===== src/include/dsc_regs.vh =====
// Purpose: register map and constants for the deep-sleep control block
// Assumes: 16-bit registers reached by word index on a plain strobe port
// Notes:   offsets are local indices; bit positions follow the register layout
`ifndef DSC_REGS_VH
`define DSC_REGS_VH

`define DSC_ADDR_W        4
`define DSC_DATA_W        16

`define DSC_OFF_CTRL      4'h0
`define DSC_OFF_WAKE      4'h1
`define DSC_OFF_RCTL      4'h2
`define DSC_OFF_PWR       4'h3
`define DSC_OFF_IRQ_STAT  4'h4
`define DSC_OFF_IRQ_MASK  4'h5

// control register fields
`define DSC_CTRL_ARM      15
`define DSC_CTRL_BOR      1
`define DSC_CTRL_HOLD     0

// wake-source fields
`define DSC_WK_PINCHG     8
`define DSC_WK_FAULT      7
`define DSC_WK_WDT        4
`define DSC_WK_ALARM      3
`define DSC_WK_MCLR       2
`define DSC_WK_POR        0
`define DSC_WK_IMPL       16'h0000_019D

// reset-control fields
`define DSC_RC_DEEP       10
`define DSC_RC_PROGRAM_MEMORY_SLEEP_POWER      8

// interrupt status fields
`define DSC_IRQ_ENTER     0
`define DSC_IRQ_WAKE      1
`define DSC_IRQ_BOR       2
`define DSC_IRQ_W         3

// power-control fields
`define DSC_PWR_BOREN     0

`define DSC_ZERO16        16'h0000
`define DSC_ZERO3         3'h0

`endif


===== src/hw/dsc_deep_sleep_ctrl.v =====
// Purpose: deep-sleep control and status registers with wake-source capture
// Assumes: CPU reaches registers over a strobe port; read data one cycle later
// Notes:   RESET is the power-on reset; other resets come in on SYS_RESET_PULSE
//
// Function
// - With the arm bit set, a sleep request with no access since the arming write enters deep sleep, otherwise ordinary sleep.
// - Hardware sets the brown-out flag only when detection is enabled and a brown-out hits in deep sleep.
// - A brown-out in deep sleep only updates the flag and the brown-out interrupt status, and never wakes the device.
// - While the hold bit is 1 the pins keep their state; clearing it hands pins back.
// - Control bits 14 down to 2 always read as zero.
// - The program-memory sleep-power bit decides power-down in ordinary sleep; deep sleep always powers down; regulator standby follows it.
// - Brown-out flag and hold bit are 0 at power-up and survive non-power-on resets.
// - Hardware clears the arm bit, sets the hold bit, sets and clears the brown-out flag.
// - A reset-control flag shows deep sleep occurred and is freely writable.
// - The power-on wake flag may set even outside deep sleep.
//
// Design decisions made here: strobed register access and the register offsets.
`timescale 1ns/1ps
`include "dsc_regs.vh"

module dsc_deep_sleep_ctrl #(
    parameter PIN_W = 16
) (
    input  wire                   REF_CLK,
    input  wire                   RESET,
    input  wire                   SYS_RESET_PULSE,
    input  wire [`DSC_ADDR_W-1:0] ADDR,
    input  wire [`DSC_DATA_W-1:0] WDATA,
    input  wire                   WR_STB,
    input  wire                   RD_STB,
    output reg  [`DSC_DATA_W-1:0] RDATA,
    input  wire                   SLEEP_REQ,
    input  wire                   EV_PIN_CHANGE,
    input  wire                   EV_FAULT,
    input  wire                   EV_WATCHDOG,
    input  wire                   EV_CLOCK_ALARM,
    input  wire                   EV_MASTER_CLEAR,
    input  wire                   EV_POWER_ON,
    input  wire                   EV_BROWNOUT,
    input  wire                   EV_WAKE_IRQ,
    input  wire [PIN_W-1:0]       PIN_DIRECTION_REG,
    input  wire [PIN_W-1:0]       PIN_LATCH_REG,
    output reg  [PIN_W-1:0]       PIN_OUT,
    output reg  [PIN_W-1:0]       PIN_OE,
    output reg                    IN_SLEEP,
    output reg                    IN_DEEP_SLEEP,
    output reg                    PROG_MEM_POWER_DOWN,
    output reg                    REGULATOR_STANDBY,
    output reg                    IRQ
);

    localparam ST_RUN   = 3'b001;
    localparam ST_SLEEP = 3'b010;
    localparam ST_DEEP  = 3'b100;

    reg [2:0]             state_q;
    reg [2:0]             state_d;
    reg                   arm_q;
    reg                   hold_q;
    reg                   bor_q;
    reg                   bor_en_q;
    reg [`DSC_DATA_W-1:0] wake_q;
    reg                   deep_flag_q;
    reg                   program_memory_sleep_power_q;
    reg [`DSC_IRQ_W-1:0]  irq_stat_q;
    reg [`DSC_IRQ_W-1:0]  irq_mask_q;
    reg                   armed_last_q;
    reg                   arm_d;
    reg                   hold_d;
    reg                   bor_d;
    reg                   bor_en_d;
    reg [`DSC_DATA_W-1:0] wake_set;
    reg [`DSC_IRQ_W-1:0]  irq_ev;
    reg [`DSC_IRQ_W-1:0]  irq_stat_d;
    reg [`DSC_IRQ_W-1:0]  irq_mask_d;
    reg [`DSC_DATA_W-1:0] rdata_d;
    reg [PIN_W-1:0]       pin_out_d;
    reg [PIN_W-1:0]       pin_oe_d;

    // one decoder shared by every register strobe
    function dsc_hit;
        input                   stb;
        input [`DSC_ADDR_W-1:0] adr;
        input [`DSC_ADDR_W-1:0] off;
        begin
            dsc_hit = stb && (adr == off);
        end
    endfunction

    // places a single flag at its bit position in a register word
    function [`DSC_DATA_W-1:0] dsc_bit;
        input         v;
        input integer pos;
        begin
            dsc_bit      = `DSC_ZERO16;
            dsc_bit[pos] = v;
        end
    endfunction

    wire wr_ctrl = dsc_hit(WR_STB, ADDR, `DSC_OFF_CTRL);
    wire wr_wake = dsc_hit(WR_STB, ADDR, `DSC_OFF_WAKE);
    wire wr_rctl = dsc_hit(WR_STB, ADDR, `DSC_OFF_RCTL);
    wire wr_pwr  = dsc_hit(WR_STB, ADDR, `DSC_OFF_PWR);
    wire wr_mask = dsc_hit(WR_STB, ADDR, `DSC_OFF_IRQ_MASK);
    wire rd_stat = dsc_hit(RD_STB, ADDR, `DSC_OFF_IRQ_STAT);

    // brown-out never counts as a wake cause
    wire any_wake = EV_PIN_CHANGE | EV_FAULT | EV_WATCHDOG | EV_CLOCK_ALARM |
                    EV_MASTER_CLEAR | EV_POWER_ON | EV_WAKE_IRQ;

    // the arm only counts if no register access or other sleep request comes between setting it and the sleep request
    wire deep_go  = SLEEP_REQ && arm_q && armed_last_q;
    wire enter_dp = (state_q == ST_RUN) && deep_go && !SYS_RESET_PULSE;
    // a non-power-on reset also ends deep sleep, so the arm is cleared then too
    wire leave_dp = (state_q == ST_DEEP) && (any_wake || SYS_RESET_PULSE);
    wire bor_hit  = (state_q == ST_DEEP) && EV_BROWNOUT && bor_en_q;

    function [`DSC_DATA_W-1:0] dsc_ctrl_word;
        input a;
        input b;
        input h;
        begin
            dsc_ctrl_word = `DSC_ZERO16;
            dsc_ctrl_word[`DSC_CTRL_ARM]  = a;
            dsc_ctrl_word[`DSC_CTRL_BOR]  = b;
            dsc_ctrl_word[`DSC_CTRL_HOLD] = h;
        end
    endfunction

    always @* begin
        state_d = state_q;
        case (state_q)
            ST_RUN: begin
                if (deep_go)
                    state_d = ST_DEEP;
                else if (SLEEP_REQ)
                    state_d = ST_SLEEP;
            end
            ST_SLEEP: begin
                if (any_wake)
                    state_d = ST_RUN;
            end
            ST_DEEP: begin
                if (any_wake)
                    state_d = ST_RUN;
            end
            default: state_d = ST_RUN;
        endcase
        // keeps the state outputs in line with the register on a non-power-on reset
        if (SYS_RESET_PULSE)
            state_d = ST_RUN;
    end

    // non-power-on resets return the state machine to run but spare the retained bits
    always @(posedge REF_CLK or posedge RESET) begin
        if (RESET) begin
            state_q <= ST_RUN;
        end else if (SYS_RESET_PULSE) begin
            state_q <= ST_RUN;
        end else begin
            state_q <= state_d;
        end
    end

    always @(posedge REF_CLK or posedge RESET) begin
        if (RESET) begin
            armed_last_q <= 1'b0;
        end else begin
            armed_last_q <= (wr_ctrl && WDATA[`DSC_CTRL_ARM]) ||
                            (armed_last_q && !WR_STB && !RD_STB && !SLEEP_REQ);
        end
    end

    always @* begin
        arm_d    = arm_q;
        hold_d   = hold_q;
        bor_d    = bor_q;
        bor_en_d = bor_en_q;
        if (wr_pwr)
            bor_en_d = WDATA[`DSC_PWR_BOREN];
        if (leave_dp)
            arm_d = 1'b0;
        else if (wr_ctrl)
            arm_d = WDATA[`DSC_CTRL_ARM];
        if (enter_dp)
            hold_d = 1'b1;
        else if (wr_ctrl)
            hold_d = WDATA[`DSC_CTRL_HOLD];
        // gated brown-out flag
        // a stale flag from an earlier round is dropped as a new deep sleep starts
        if (bor_hit)
            bor_d = 1'b1;
        else if (enter_dp)
            bor_d = 1'b0;
        else if (wr_ctrl)
            bor_d = WDATA[`DSC_CTRL_BOR];
    end

    // power-on only reset
    // retained bits see only the power-on reset, never SYS_RESET_PULSE
    always @(posedge REF_CLK or posedge RESET) begin
        if (RESET) begin
            arm_q    <= 1'b0;
            hold_q   <= 1'b0;
            bor_q    <= 1'b0;
            bor_en_q <= 1'b0;
        end else begin
            arm_q    <= arm_d;
            hold_q   <= hold_d;
            bor_q    <= bor_d;
            bor_en_q <= bor_en_d;
        end
    end

    always @* begin
        wake_set = `DSC_ZERO16;
        if (state_q == ST_DEEP) begin
            wake_set = dsc_bit(EV_PIN_CHANGE, `DSC_WK_PINCHG)
                     | dsc_bit(EV_FAULT, `DSC_WK_FAULT)
                     | dsc_bit(EV_WATCHDOG, `DSC_WK_WDT)
                     | dsc_bit(EV_CLOCK_ALARM, `DSC_WK_ALARM)
                     | dsc_bit(EV_MASTER_CLEAR, `DSC_WK_MCLR);
        end
        // the power-on flag is the only one allowed to set outside deep sleep
        wake_set = wake_set | dsc_bit(EV_POWER_ON, `DSC_WK_POR);
    end

    always @(posedge REF_CLK or posedge RESET) begin
        if (RESET) begin
            wake_q <= `DSC_ZERO16;
        end else begin
            // a flag raised in the same cycle as a software write survives it
            wake_q <= (wr_wake ? (WDATA & `DSC_WK_IMPL) : wake_q) | wake_set;
        end
    end

    always @(posedge REF_CLK or posedge RESET) begin
        if (RESET) begin
            deep_flag_q <= 1'b0;
            program_memory_sleep_power_q     <= 1'b0;
        end else begin
            if (leave_dp)
                deep_flag_q <= 1'b1;
            else if (wr_rctl)
                deep_flag_q <= WDATA[`DSC_RC_DEEP];
            if (wr_rctl)
                program_memory_sleep_power_q <= WDATA[`DSC_RC_PROGRAM_MEMORY_SLEEP_POWER];
        end
    end

    // status is clear-on-read; a new event in the read cycle wins
    always @* begin
        irq_ev                 = `DSC_ZERO3;
        irq_ev[`DSC_IRQ_ENTER] = enter_dp;
        irq_ev[`DSC_IRQ_WAKE]  = leave_dp;
        irq_ev[`DSC_IRQ_BOR]   = bor_hit;
        irq_stat_d = (rd_stat ? `DSC_ZERO3 : irq_stat_q) | irq_ev;
        irq_mask_d = wr_mask ? WDATA[`DSC_IRQ_W-1:0] : irq_mask_q;
    end

    always @(posedge REF_CLK or posedge RESET) begin
        if (RESET) begin
            irq_stat_q <= `DSC_ZERO3;
            irq_mask_q <= `DSC_ZERO3;
            IRQ        <= 1'b0;
        end else begin
            irq_stat_q <= irq_stat_d;
            irq_mask_q <= irq_mask_d;
            // built from the next values so IRQ lines up with the status it reports
            IRQ        <= |(irq_stat_d & irq_mask_d);
        end
    end

    always @* begin
        rdata_d = `DSC_ZERO16;
        if (RD_STB) begin
            case (ADDR)
                `DSC_OFF_CTRL:     rdata_d = dsc_ctrl_word(arm_q, bor_q, hold_q);
                `DSC_OFF_WAKE:     rdata_d = wake_q;
                `DSC_OFF_RCTL:     rdata_d = dsc_bit(deep_flag_q, `DSC_RC_DEEP)
                                           | dsc_bit(program_memory_sleep_power_q, `DSC_RC_PROGRAM_MEMORY_SLEEP_POWER);
                `DSC_OFF_PWR:      rdata_d = dsc_bit(bor_en_q, `DSC_PWR_BOREN);
                `DSC_OFF_IRQ_STAT: rdata_d = {{(`DSC_DATA_W-`DSC_IRQ_W){1'b0}}, irq_stat_q};
                `DSC_OFF_IRQ_MASK: rdata_d = {{(`DSC_DATA_W-`DSC_IRQ_W){1'b0}}, irq_mask_q};
                default:           rdata_d = `DSC_ZERO16;
            endcase
        end
    end

    // read data stands for one cycle only, then returns to zero
    always @(posedge REF_CLK or posedge RESET) begin
        if (RESET) begin
            RDATA <= `DSC_ZERO16;
        end else begin
            RDATA <= rdata_d;
        end
    end

    // pin hold
    // frozen copy stays as it was; only released pins follow the latch and direction
    always @* begin
        pin_out_d = PIN_OUT;
        pin_oe_d  = PIN_OE;
        // the entry cycle is excluded too, so pins freeze on the edge that enters
        if (!hold_q && !enter_dp) begin
            pin_out_d = PIN_LATCH_REG;
            pin_oe_d  = ~PIN_DIRECTION_REG;
        end
    end

    always @(posedge REF_CLK or posedge RESET) begin
        if (RESET) begin
            PIN_OUT <= {PIN_W{1'b0}};
            PIN_OE  <= {PIN_W{1'b0}};
        end else begin
            PIN_OUT <= pin_out_d;
            PIN_OE  <= pin_oe_d;
        end
    end

    always @(posedge REF_CLK or posedge RESET) begin
        if (RESET) begin
            IN_SLEEP            <= 1'b0;
            IN_DEEP_SLEEP       <= 1'b0;
            PROG_MEM_POWER_DOWN <= 1'b0;
            REGULATOR_STANDBY   <= 1'b0;
        end else begin
            IN_SLEEP            <= (state_d == ST_SLEEP);
            IN_DEEP_SLEEP       <= (state_d == ST_DEEP);
            PROG_MEM_POWER_DOWN <= (state_d == ST_DEEP) || ((state_d == ST_SLEEP) && !program_memory_sleep_power_q);
            REGULATOR_STANDBY   <= PROG_MEM_POWER_DOWN;
        end
    end

endmodule


===== config.mk =====
export PLATFORM = sky130hd
export DESIGN_NAME = dsc_deep_sleep_ctrl
export DESIGN_NICKNAME = d
export VERILOG_FILES = /design/src/hw/dsc_deep_sleep_ctrl.v
export VERILOG_INCLUDE_DIRS = /design/src /design/src/include
export SDC_FILE = /design/constraint.sdc
export NUM_CORES = 1
export LEC_CHECK = 0
export BUFFER_PORTS_ARGS = -buffer_cell sky130_fd_sc_hd__buf_4
export CAP_MARGIN = 20
export CORE_MARGIN = 8
export CORE_UTILIZATION = 48
export DETAILED_ROUTE_END_ITERATION = 10
export PLACE_DENSITY = 0.79
export REMOVE_ABC_BUFFERS = 1
export SETUP_SLACK_MARGIN = 0.1
export SLEW_MARGIN = 10
export SYNTH_ARGS = -nofsm -noshare
export SYNTH_HDL_FRONTEND = slang
export SYNTH_SLANG_ARGS = --single-unit

===== constraint.sdc =====
create_clock -name REF_CLK -period 2 [get_ports REF_CLK]
set_input_delay 0 -clock REF_CLK [delete_from_list [all_inputs] [get_ports REF_CLK]]
set_output_delay 0 -clock REF_CLK [all_outputs]
set_load 0.01 [all_outputs]

Word level (Yosys, flattened, before mapping):

Cells that the tools add are included.

* input bits: 66
* output and inout bits: 53
* logic and storage cells: 102
* flip-flop bits (word level): 85

* multiplexer cells: 21
* bitwise operators: 16
* reductions and logical operators: 36
* equal/unequal tests: 10

Operator list (number)
* case mux 16 bit (6 select lines): 1
* 2-to-1 mux 16 bit: 2
* 2-to-1 mux 3 bit: 7
* logical AND 1 bit: 19
* inverter 16 bit: 1
* bitwise OR 16 x 1 -> 16 bit: 1
* bitwise OR 16 bit: 1
* bitwise OR 11 x 9 -> 11 bit: 1
* 2-to-1 mux 1 bit: 9
* 2-to-1 mux 9 bit: 1
* bitwise OR 9 x 3 -> 9 bit: 1
* bitwise OR 9 x 4 -> 9 bit: 1
* bitwise OR 9 x 5 -> 9 bit: 1
* bitwise OR 9 x 8 -> 9 bit: 1
* equality test 4 x 2 -> 1 bit, second input constant: 2
* equality test 4 x 3 -> 1 bit, second input constant: 2
* logical NOT 1 bit: 7
* equality test 3 x 2 -> 1 bit, second input constant: 2
* equality test 3 bit, second input constant: 2
* bitwise OR 1 bit: 6
* case mux 3 bit (2 select lines): 1
* nonzero test 2 bit: 3
* equality test 4 x 1 -> 1 bit, second input constant: 1
* logical NOT 4 bit: 1
* 7 further kinds: 9

Longest topological paths before layout:

Gate-level depths: netlist of the first run.

* depth after elaboration: 12
* mapped depth: 6

Least setup slack after synthesis of the first run:

No wires, ideal clock.

* path type: reg-to-reg
* from: reg state_q[0]
* to: reg PIN_OUT[10]
* data arrival time: 1.525 ns
* cell stages (with the launch flop): 5
* slack: 0.351 ns
* required time: 1.875 ns
* period minus slack after synthesis: 1.649 ns
* cell sequence: dfstp_2 -> nor4bb_4 -> a41o_2 -> buf_12 -> mux2_2

* word-level cells in the longest chain between the ends: 5

RTL lines
* start, declared: RTL line dsc_deep_sleep_ctrl.v:56 `reg [2:0] state_q;`
* start signal, assigned: RTL line dsc_deep_sleep_ctrl.v:161 `state_q <= state_d;`
* equality test 3 x 1 -> 1 bit: RTL line dsc_deep_sleep_ctrl.v:113 `wire enter_dp = (state_q == ST_RUN) && deep_go && !SYS_RESET_PULSE;`
* logical AND 1 bit (2 in series): RTL line dsc_deep_sleep_ctrl.v:113
* logical NOT 1 bit: RTL line dsc_deep_sleep_ctrl.v:305 `if (!hold_q && !enter_dp) begin`
* logical AND 1 bit: RTL line dsc_deep_sleep_ctrl.v:305
* end signal, assigned: RTL line dsc_deep_sleep_ctrl.v:313 `PIN_OUT <= {PIN_W{1'b0}};`
* end signal, assigned: RTL line dsc_deep_sleep_ctrl.v:316 `PIN_OUT <= pin_out_d;`
* end, declared: RTL line dsc_deep_sleep_ctrl.v:43 `output reg [PIN_W-1:0] PIN_OUT,`

Every way passes these cells.
A chain may end at the register's enable or synchronous reset.

Final worst setup path of the first run:

* from: reg state_q[2]
* to: reg wake_q[3]

* word-level cells in the longest chain between the ends: 4

RTL lines
* equality test 3 bit: RTL line dsc_deep_sleep_ctrl.v:217 `if (state_q == ST_DEEP) begin`
* 2-to-1 mux 9 bit: RTL line dsc_deep_sleep_ctrl.v:217
* bitwise OR 16 x 1 -> 16 bit: RTL line dsc_deep_sleep_ctrl.v:225 `` wake_set = wake_set | dsc_bit(EV_POWER_ON, `DSC_WK_POR); ``
* bitwise OR 16 bit: RTL line dsc_deep_sleep_ctrl.v:233 `` wake_q <= (wr_wake ? (WDATA & `DSC_WK_IMPL) : wake_q) | wake_set; ``
* end signal, assigned: RTL line dsc_deep_sleep_ctrl.v:230 `` wake_q <= `DSC_ZERO16; ``
* end signal, assigned: RTL line dsc_deep_sleep_ctrl.v:233
* end, declared: RTL line dsc_deep_sleep_ctrl.v:62 `` reg [`DSC_DATA_W-1:0] wake_q; ``

Every way passes these cells.

==> flow_summary.toml, run 1 <==
[outcome]
status = "finished, final reports clean"

[yosys]
syn_avg_cell_area_um2 = 11.74
synthXorXnorAreaFrac_pct = 0.2984
synth_adder_area_share_pct = 0
synth_cells = 250
synth-seq-cells = 68
ys_warn_count = 0
synth.area.mux_share_pct = 9.548
synth_area_um2 = 2935
synth_compound_area_share_pct = 9.889
yosys.area_share.simple_pct = 15.52
synth.distinct_cells = 45
yosysSeqAreaShare_pct = 58.01
synth_top_family_by_area = "simple AND/OR/NAND/NOR gates"

[global_routing]
grt_pass1_vias = 2751
grt_max_degree = 41
grt-ovfl-total = 0
grt_pass1_wl_um = 13910
grt_antenna_before_repair = 0
grt_use_total_pct = 20.08

[drt]
first_pass_iters = 4
wl_um = 8891
wl_per_cell_um = 17.78
post_drt_via_cell_ratio = 5.154
num_vias = 2577
drt_iter0_drc = 75
antenna_left = 0
drc = 0

[timing]
maxSlewViolCount = 0
period_share_pct = 91.93
setup_viol = 0
fmax_mhz = 543.9
setup_slack_ps = 161.5
finalCriticalPeriod_ps = 1839
rsz0062_at_grt = "false"
skew_ps = 5.407
worst_pin_slew_ps = 640.4
slew-limit-headroom_pct = 57.22
hold_violations = 0

[floorplanning]
die_x_um = 94.20
die_h_um = 94.20
die_area_um2 = 8874
fp.coreArea_um2 = 5921
io_pins = 119
core.rowCount = 28
initial_core_util_pct = 49.58

[critical_path]
arrival_ps = 2100
critPathLaunchType = "flip-flop"
required_ps = 2270
crit_start = "state_q[2]$_DFF_PP0_"
crit_path_end_kind = "flip-flop"
cp_max_fo = 7
path_class = "reg -> reg"
r2r-start = "state_q[2]$_DFF_PP0_"

[finish]
utilization_pct = 76.63
nets = 485
drive_above_1_share_pct = 38.44
layout_commonest_cell = "buf_4"
layout_common_cells = "buf_4 (111), dfrtp_1 (67), dlygate4sd3_1 (55)"
stdcell_count = 500
areaGrowthSynthToFinish_pct = 54.56
multi_input_area_um2 = 1061
regArea_um2 = 1703
fillerInstances = 363
fin_area_um2 = 4537

[clock_tree]
clock_sinks = 68
cts-root-buf = "clkbuf_8"
cts_buffer_depth = 2
htree_levels = 3
post_cts_resized = 0
cts_tree = "yes"
path_clk_slew_ps = 70
insertion_delay_ps = 330
cts_buffers = 9

[place]
io_buffers = 104
hpwl_um = 5725
preCtsSetupSlack_ps = 182.9
dpl.cell_count = 426
placed_area_um2 = 3749
routabilityCongestion = 0.8542

[worst_hold_path]
hp-start = "ADDR[0]"
hp-class = "in -> reg"

[pwr]
powerDensity_nw_per_um2 = 872.2
max-vdd-ir-drop_mv = 0.4835
p_total_mw = 3.957
p_leak_nw = 2.244

[run]
cap_violations = 0
[power by group]
part	switching, mW	leakage, nW	internal (mW)
logic	0.477	1.29	0.602
registers	0.144	0.847	1.61
clock network	0.490	0.102	0.640
total	1.11	2.24	2.85
[worst paths after layout]
check | slack, ps | cells past startpoint | end
max | 160 | 5 | wake_q[3]$_DFF_PP0_
min | 20 | 3 | RDATA[2]$_DFF_PP0_
max reg2reg | 160 | 5 | wake_q[3]$_DFF_PP0_
min reg2reg | 380 | 0 | REGULATOR_STANDBY$_DFF_PP0_
max in group asynchronous | 1100 | 4 | PIN_OE[15]$_DFFE_PP0P_
min in group asynchronous | 210 | 3 | PIN_OUT[5]$_DFFE_PP0P_
[area by class of cell]
cell class	instances	share of cell area (%)
inverters	12	0.9928
repair buffers	168	31.49
flip-flops and latches	68	37.53
clock inverters	4	1.048
clock buffers	12	3.420
well taps	75	2.068
multi-input cells	160	23.39
diodes	1	0.05516
[cells in the mapped netlist, drive strengths merged]
| cell type | count | share of area (%) |
|---|---|---|
| dfrtp | 67 | 57 |
| nand2 | 35 | 4.5 |
| o21ai | 20 | 4.4 |
| mux2 | 18 | 7.4 |
| buf | 16 | 5.1 |
| nand3 | 16 | 2.7 |
| inv | 12 | 1.5 |
| a21oi | 7 | 1.2 |
| and3 | 6 | 1.3 |
| nor2 | 6 | 0.77 |
| nor2b | 5 | 1.1 |
| mux2i | 4 | 1.4 |
| a31oi | 3 | 0.64 |
| nor3 | 3 | 0.51 |
| or2 | 3 | 0.64 |
| a211o | 2 | 0.60 |
| a21o | 2 | 0.51 |
| nand4b | 2 | 0.60 |
| nand4bb | 2 | 0.77 |
| nor3b | 2 | 0.68 |
| o221ai | 2 | 0.60 |
| a21boi | 1 | 0.26 |
| a22oi | 1 | 0.26 |
| a41o | 1 | 0.38 |
| and2 | 1 | 0.21 |
| conb | 1 | 0.13 |
| dfstp | 1 | 0.90 |
| mux4 | 1 | 0.77 |
| nand2b | 1 | 0.21 |
| nand4 | 1 | 0.21 |
| nor4 | 1 | 0.21 |
| nor4bb | 1 | 0.85 |
| o211ai | 1 | 0.26 |
| o21a | 1 | 0.26 |
| o22ai | 1 | 0.21 |
| o41ai | 1 | 0.30 |
| or3b | 1 | 0.30 |
| xor2 | 1 | 0.30 |
[repair_timing]
action | in CTS | in global routing
hold buffers | 55 | 0
setup endpoints to repair | 0 | 12
endpoints found under the hold margin | 64 | 0
setup buffers | 0 | 1
[flip-flops by register name, indices dropped and copies added (netlist names), 3 cells and up]
register / cells
PIN_OE: 16
PIN_OUT: 16
RDATA: 9
wake_q: 6
irq_mask_q: 3
irq_stat_q: 3
state_q: 3
[stage by stage]
| stage | hold WS [ps] | setup TNS [ps] |
|---|---|---|
| 3_5_place_dp | 5.486 | 0 |
| 2_1_floorplan | 82.12 | -346.7 |
| 6_report | 21.75 | 0 |
| 5_1_grt | 37.26 | 0 |
| 4_1_cts | 3.996 | 0 |
| 3_3_place_gp | -3.681 | 0 |
[layer usage]
metal	part of all wire (%)	routed length (um)	vias to the layer above	GRT usage, %
met4	1.6	140	0	9.115
met2	49	4362	150	32.97
met5	0	0	-	0
met1	39	3479	1213	23.47
li1	-	-	1199	-
met3	10	908	15	6.155
[critical path: stages (launching register included)]
cell	delay (ps)
dfrtp_1	480
nor3b_2	350
buf_4	200
nand2_1	80
nand3_1	100
dlygate4sd3_1	570
[logic make-up after synthesis]
logic type / after synthesis
AND/OR/NAND/NOR: 86
flip-flops: 68
AO/OA/AOI/OAI: 43
buffers and inverters: 28
multiplexers: 23
XOR/XNOR: 1
other: 1
Note: power is estimated with default switching activity, not from simulation.
==> run 2: changes to the inputs <==
ABC_AREA = 1   (was not set)
==> flow_summary.toml, run 2 <==
[outcome]
status = "finished, final reports clean"

[floorplanning]
fp.coreArea_um2 = 5886
io_pins = 119
initial_core_util_pct = 49.21
die_h_um = 93.68
die_x_um = 93.68
die_area_um2 = 8776
core.rowCount = 28

[clock_tree]
cts_tree = "yes"
insertion_delay_ps = 330
htree_levels = 3
cts_buffer_depth = 2
path_clk_slew_ps = 70
cts-root-buf = "clkbuf_8"
clock_sinks = 68
cts_buffers = 9

[critical_path]
crit_buf_inv = 4
rr_worst_depth = 4
path_class = "in -> reg"
required_ps = 2210
crit_family = "buffers and inverters"
slowest_stage = "dlygate4sd3_1"
max_stage_delay_ps = 580
cp_num_cells = 9
critPathLaunchType = "input port"
arrival_ps = 2060
cp_max_fo = 8
crit_path_end_kind = "flip-flop"
path_cells = "dlygate4sd3_1, buf_4, nor2_4, nand3_2, nor2_4, inv_1, nand2_1, o211ai_1, dlygate4sd3_1"

[finish]
layout_common_cells = "nand2_1 (112), buf_4 (110), dfrtp_1 (67)"
stdcell_count = 575
layout_commonest_cell = "nand2_1"
drive_above_1_share_pct = 28.00
diodes = 0
nets = 561
top_regs = "PIN_OE: 16 flops, PIN_OUT: 16 flops, RDATA: 9 flops"
areaGrowthSynthToFinish_pct = 56.80

[pwr]
p_leak_nw = 2.421
powerDensity_nw_per_um2 = 954.3
max-vdd-ir-drop_mv = 0.5685

[yosys]
synth_cells = 324
yosysMostFrequentCell = "nand2_1"
ys.flop_type = "dfrtp_1"
synth.distinct_cells = 26
synth-seq-cells = 68
synth_top_cell_by_area = "dfrtp_1"
ys_warn_count = 0
async_reset_ff_share_pct = 100.0
yosysSeqAreaShare_pct = 58.79
synthTopCellsByArea = "dfrtp_1 (58%), nand2_1 (15%), nand3_1 (6.2%)"
syn_avg_cell_area_um2 = 8.940
yosys-top-cells-count = "nand2_1 (112), dfrtp_1 (67), nand3_1 (36), inv_1 (32), o21ai_0 (20)"
synth_top_area_share_pct = 57.88
synth_area_um2 = 2897
synth_edf_count = 0

[global_routing]
grt_pass1_wl_um = 14900
grt-ovfl-total = 0
grt_antenna_before_repair = 0
grt_use_total_pct = 21.74
grt_max_degree = 49
grt_pass1_vias = 3000

[timing]
period_share_pct = 92.34
setup_viol = 0
fmax_mhz = 541.5
rsz0062_at_grt = "false"
finalCriticalPeriod_ps = 1847
hold_violations = 0
slew-limit-headroom_pct = 52.72
tns_ps = 0
worst_pin_slew_ps = 708.1
maxSlewViolCount = 0
skew_ps = 6.356

[drt]
drc = 0
antenna_left = 0
num_vias = 2925
drt_iter0_drc = 136
wl_um = 9339
post_drt_via_cell_ratio = 5.087
first_pass_iters = 4
wl_per_cell_um = 16.24

[place]
io_buffers = 104
routabilityCongestion = 0.8684
hpwl_um = 5844
dpl.cell_count = 498

[worst_hold_path]
hold_depth = 4
hp-class = "in -> reg"

[run]
cap_violations = 0
-- run 2: logic make-up after synthesis --
family	after synthesis	synth area share (%)
multiplexers	1	0.3887
other	1	0.1295
flip-flops	68	58.79
AO/OA/AOI/OAI	32	6.264
AND/OR/NAND/NOR	173	26.05
buffers and inverters	49	8.380
-- run 2: final cells by class --
class / count / area, um2
Inverter: 34 / 127.6
Clock buffer: 12 / 155.1
Sequential cell: 68 / 1703
Clock inverter: 4 / 47.55
Fill cell: 362 / 1344
Multi-Input combinational cell: 213 / 978.4
Timing Repair Buffer: 169 / 1436
Tap cell: 75 / 93.84
-- run 2: through the flow --
step                      total power [mW]  utilization [%]  hold slack [ps]  setup WS, ps  area [um2]
after floorplan                      2.364                -            103.9         202.4        2804
after global placement               2.978            63.44            154.4         518.8        3734
after detailed placement             3.037            63.44            162.0         446.6        3734
after CTS                            4.280            76.57            1.550         118.0        4507
after global routing                 4.557            77.17            32.54         68.60        4542
final                                4.334            77.17            36.86         153.3        4542
-- run 2: power breakdown --
group          switching (mW)  internal, mW
clock network           0.503         0.640
registers               0.197          1.69
logic                   0.663         0.640
total                    1.36          2.97
-- run 2: worst reg2reg max path: stages (launching register included) --
cell	delay [ps]
dfstp_2	540
inv_2	60
nand3_1	240
o221ai_1	150
dlygate4sd3_1	570
-- run 2: timing repair --
| item | 4_1_cts | 5_1_grt |
|---|---|---|
| hold buffers | 57 | 0 |
| buffers inserted | 0 | 4 |
| gates resized for setup | 0 | 1 |
| endpoints found under the hold margin | 87 | 0 |
| setup endpoints to repair | 0 | 4 |
-- run 2: final timing paths --
check | from | to | slack, ps
worst min-delay path | WR_STB | program_memory_sleep_power_q$_DFFE_PP0P_ | 40
worst max-delay path | ADDR[2] | wake_q[4]$_DFF_PP0_ | 150
worst min register to register | PROG_MEM_POWER_DOWN$_DFF_PP0_ | REGULATOR_STANDBY$_DFF_PP0_ | 380
worst max register to register | state_q[0]$_DFF_PP1_ | wake_q[3]$_DFF_PP0_ | 310
min in group asynchronous | RESET | PIN_OE[4]$_DFFE_PP0P_ | 360
max in group asynchronous | RESET | state_q[0]$_DFF_PP1_ | 950
-- run 2: layer usage --
metal	share of wire (%)	wire length (um)	global-route usage (%)
met1	40	3695	25.08
met2	50	4643	36.52
met4	1.2	115	7.530
met5	0	0	0
met3	9.5	885	7.674
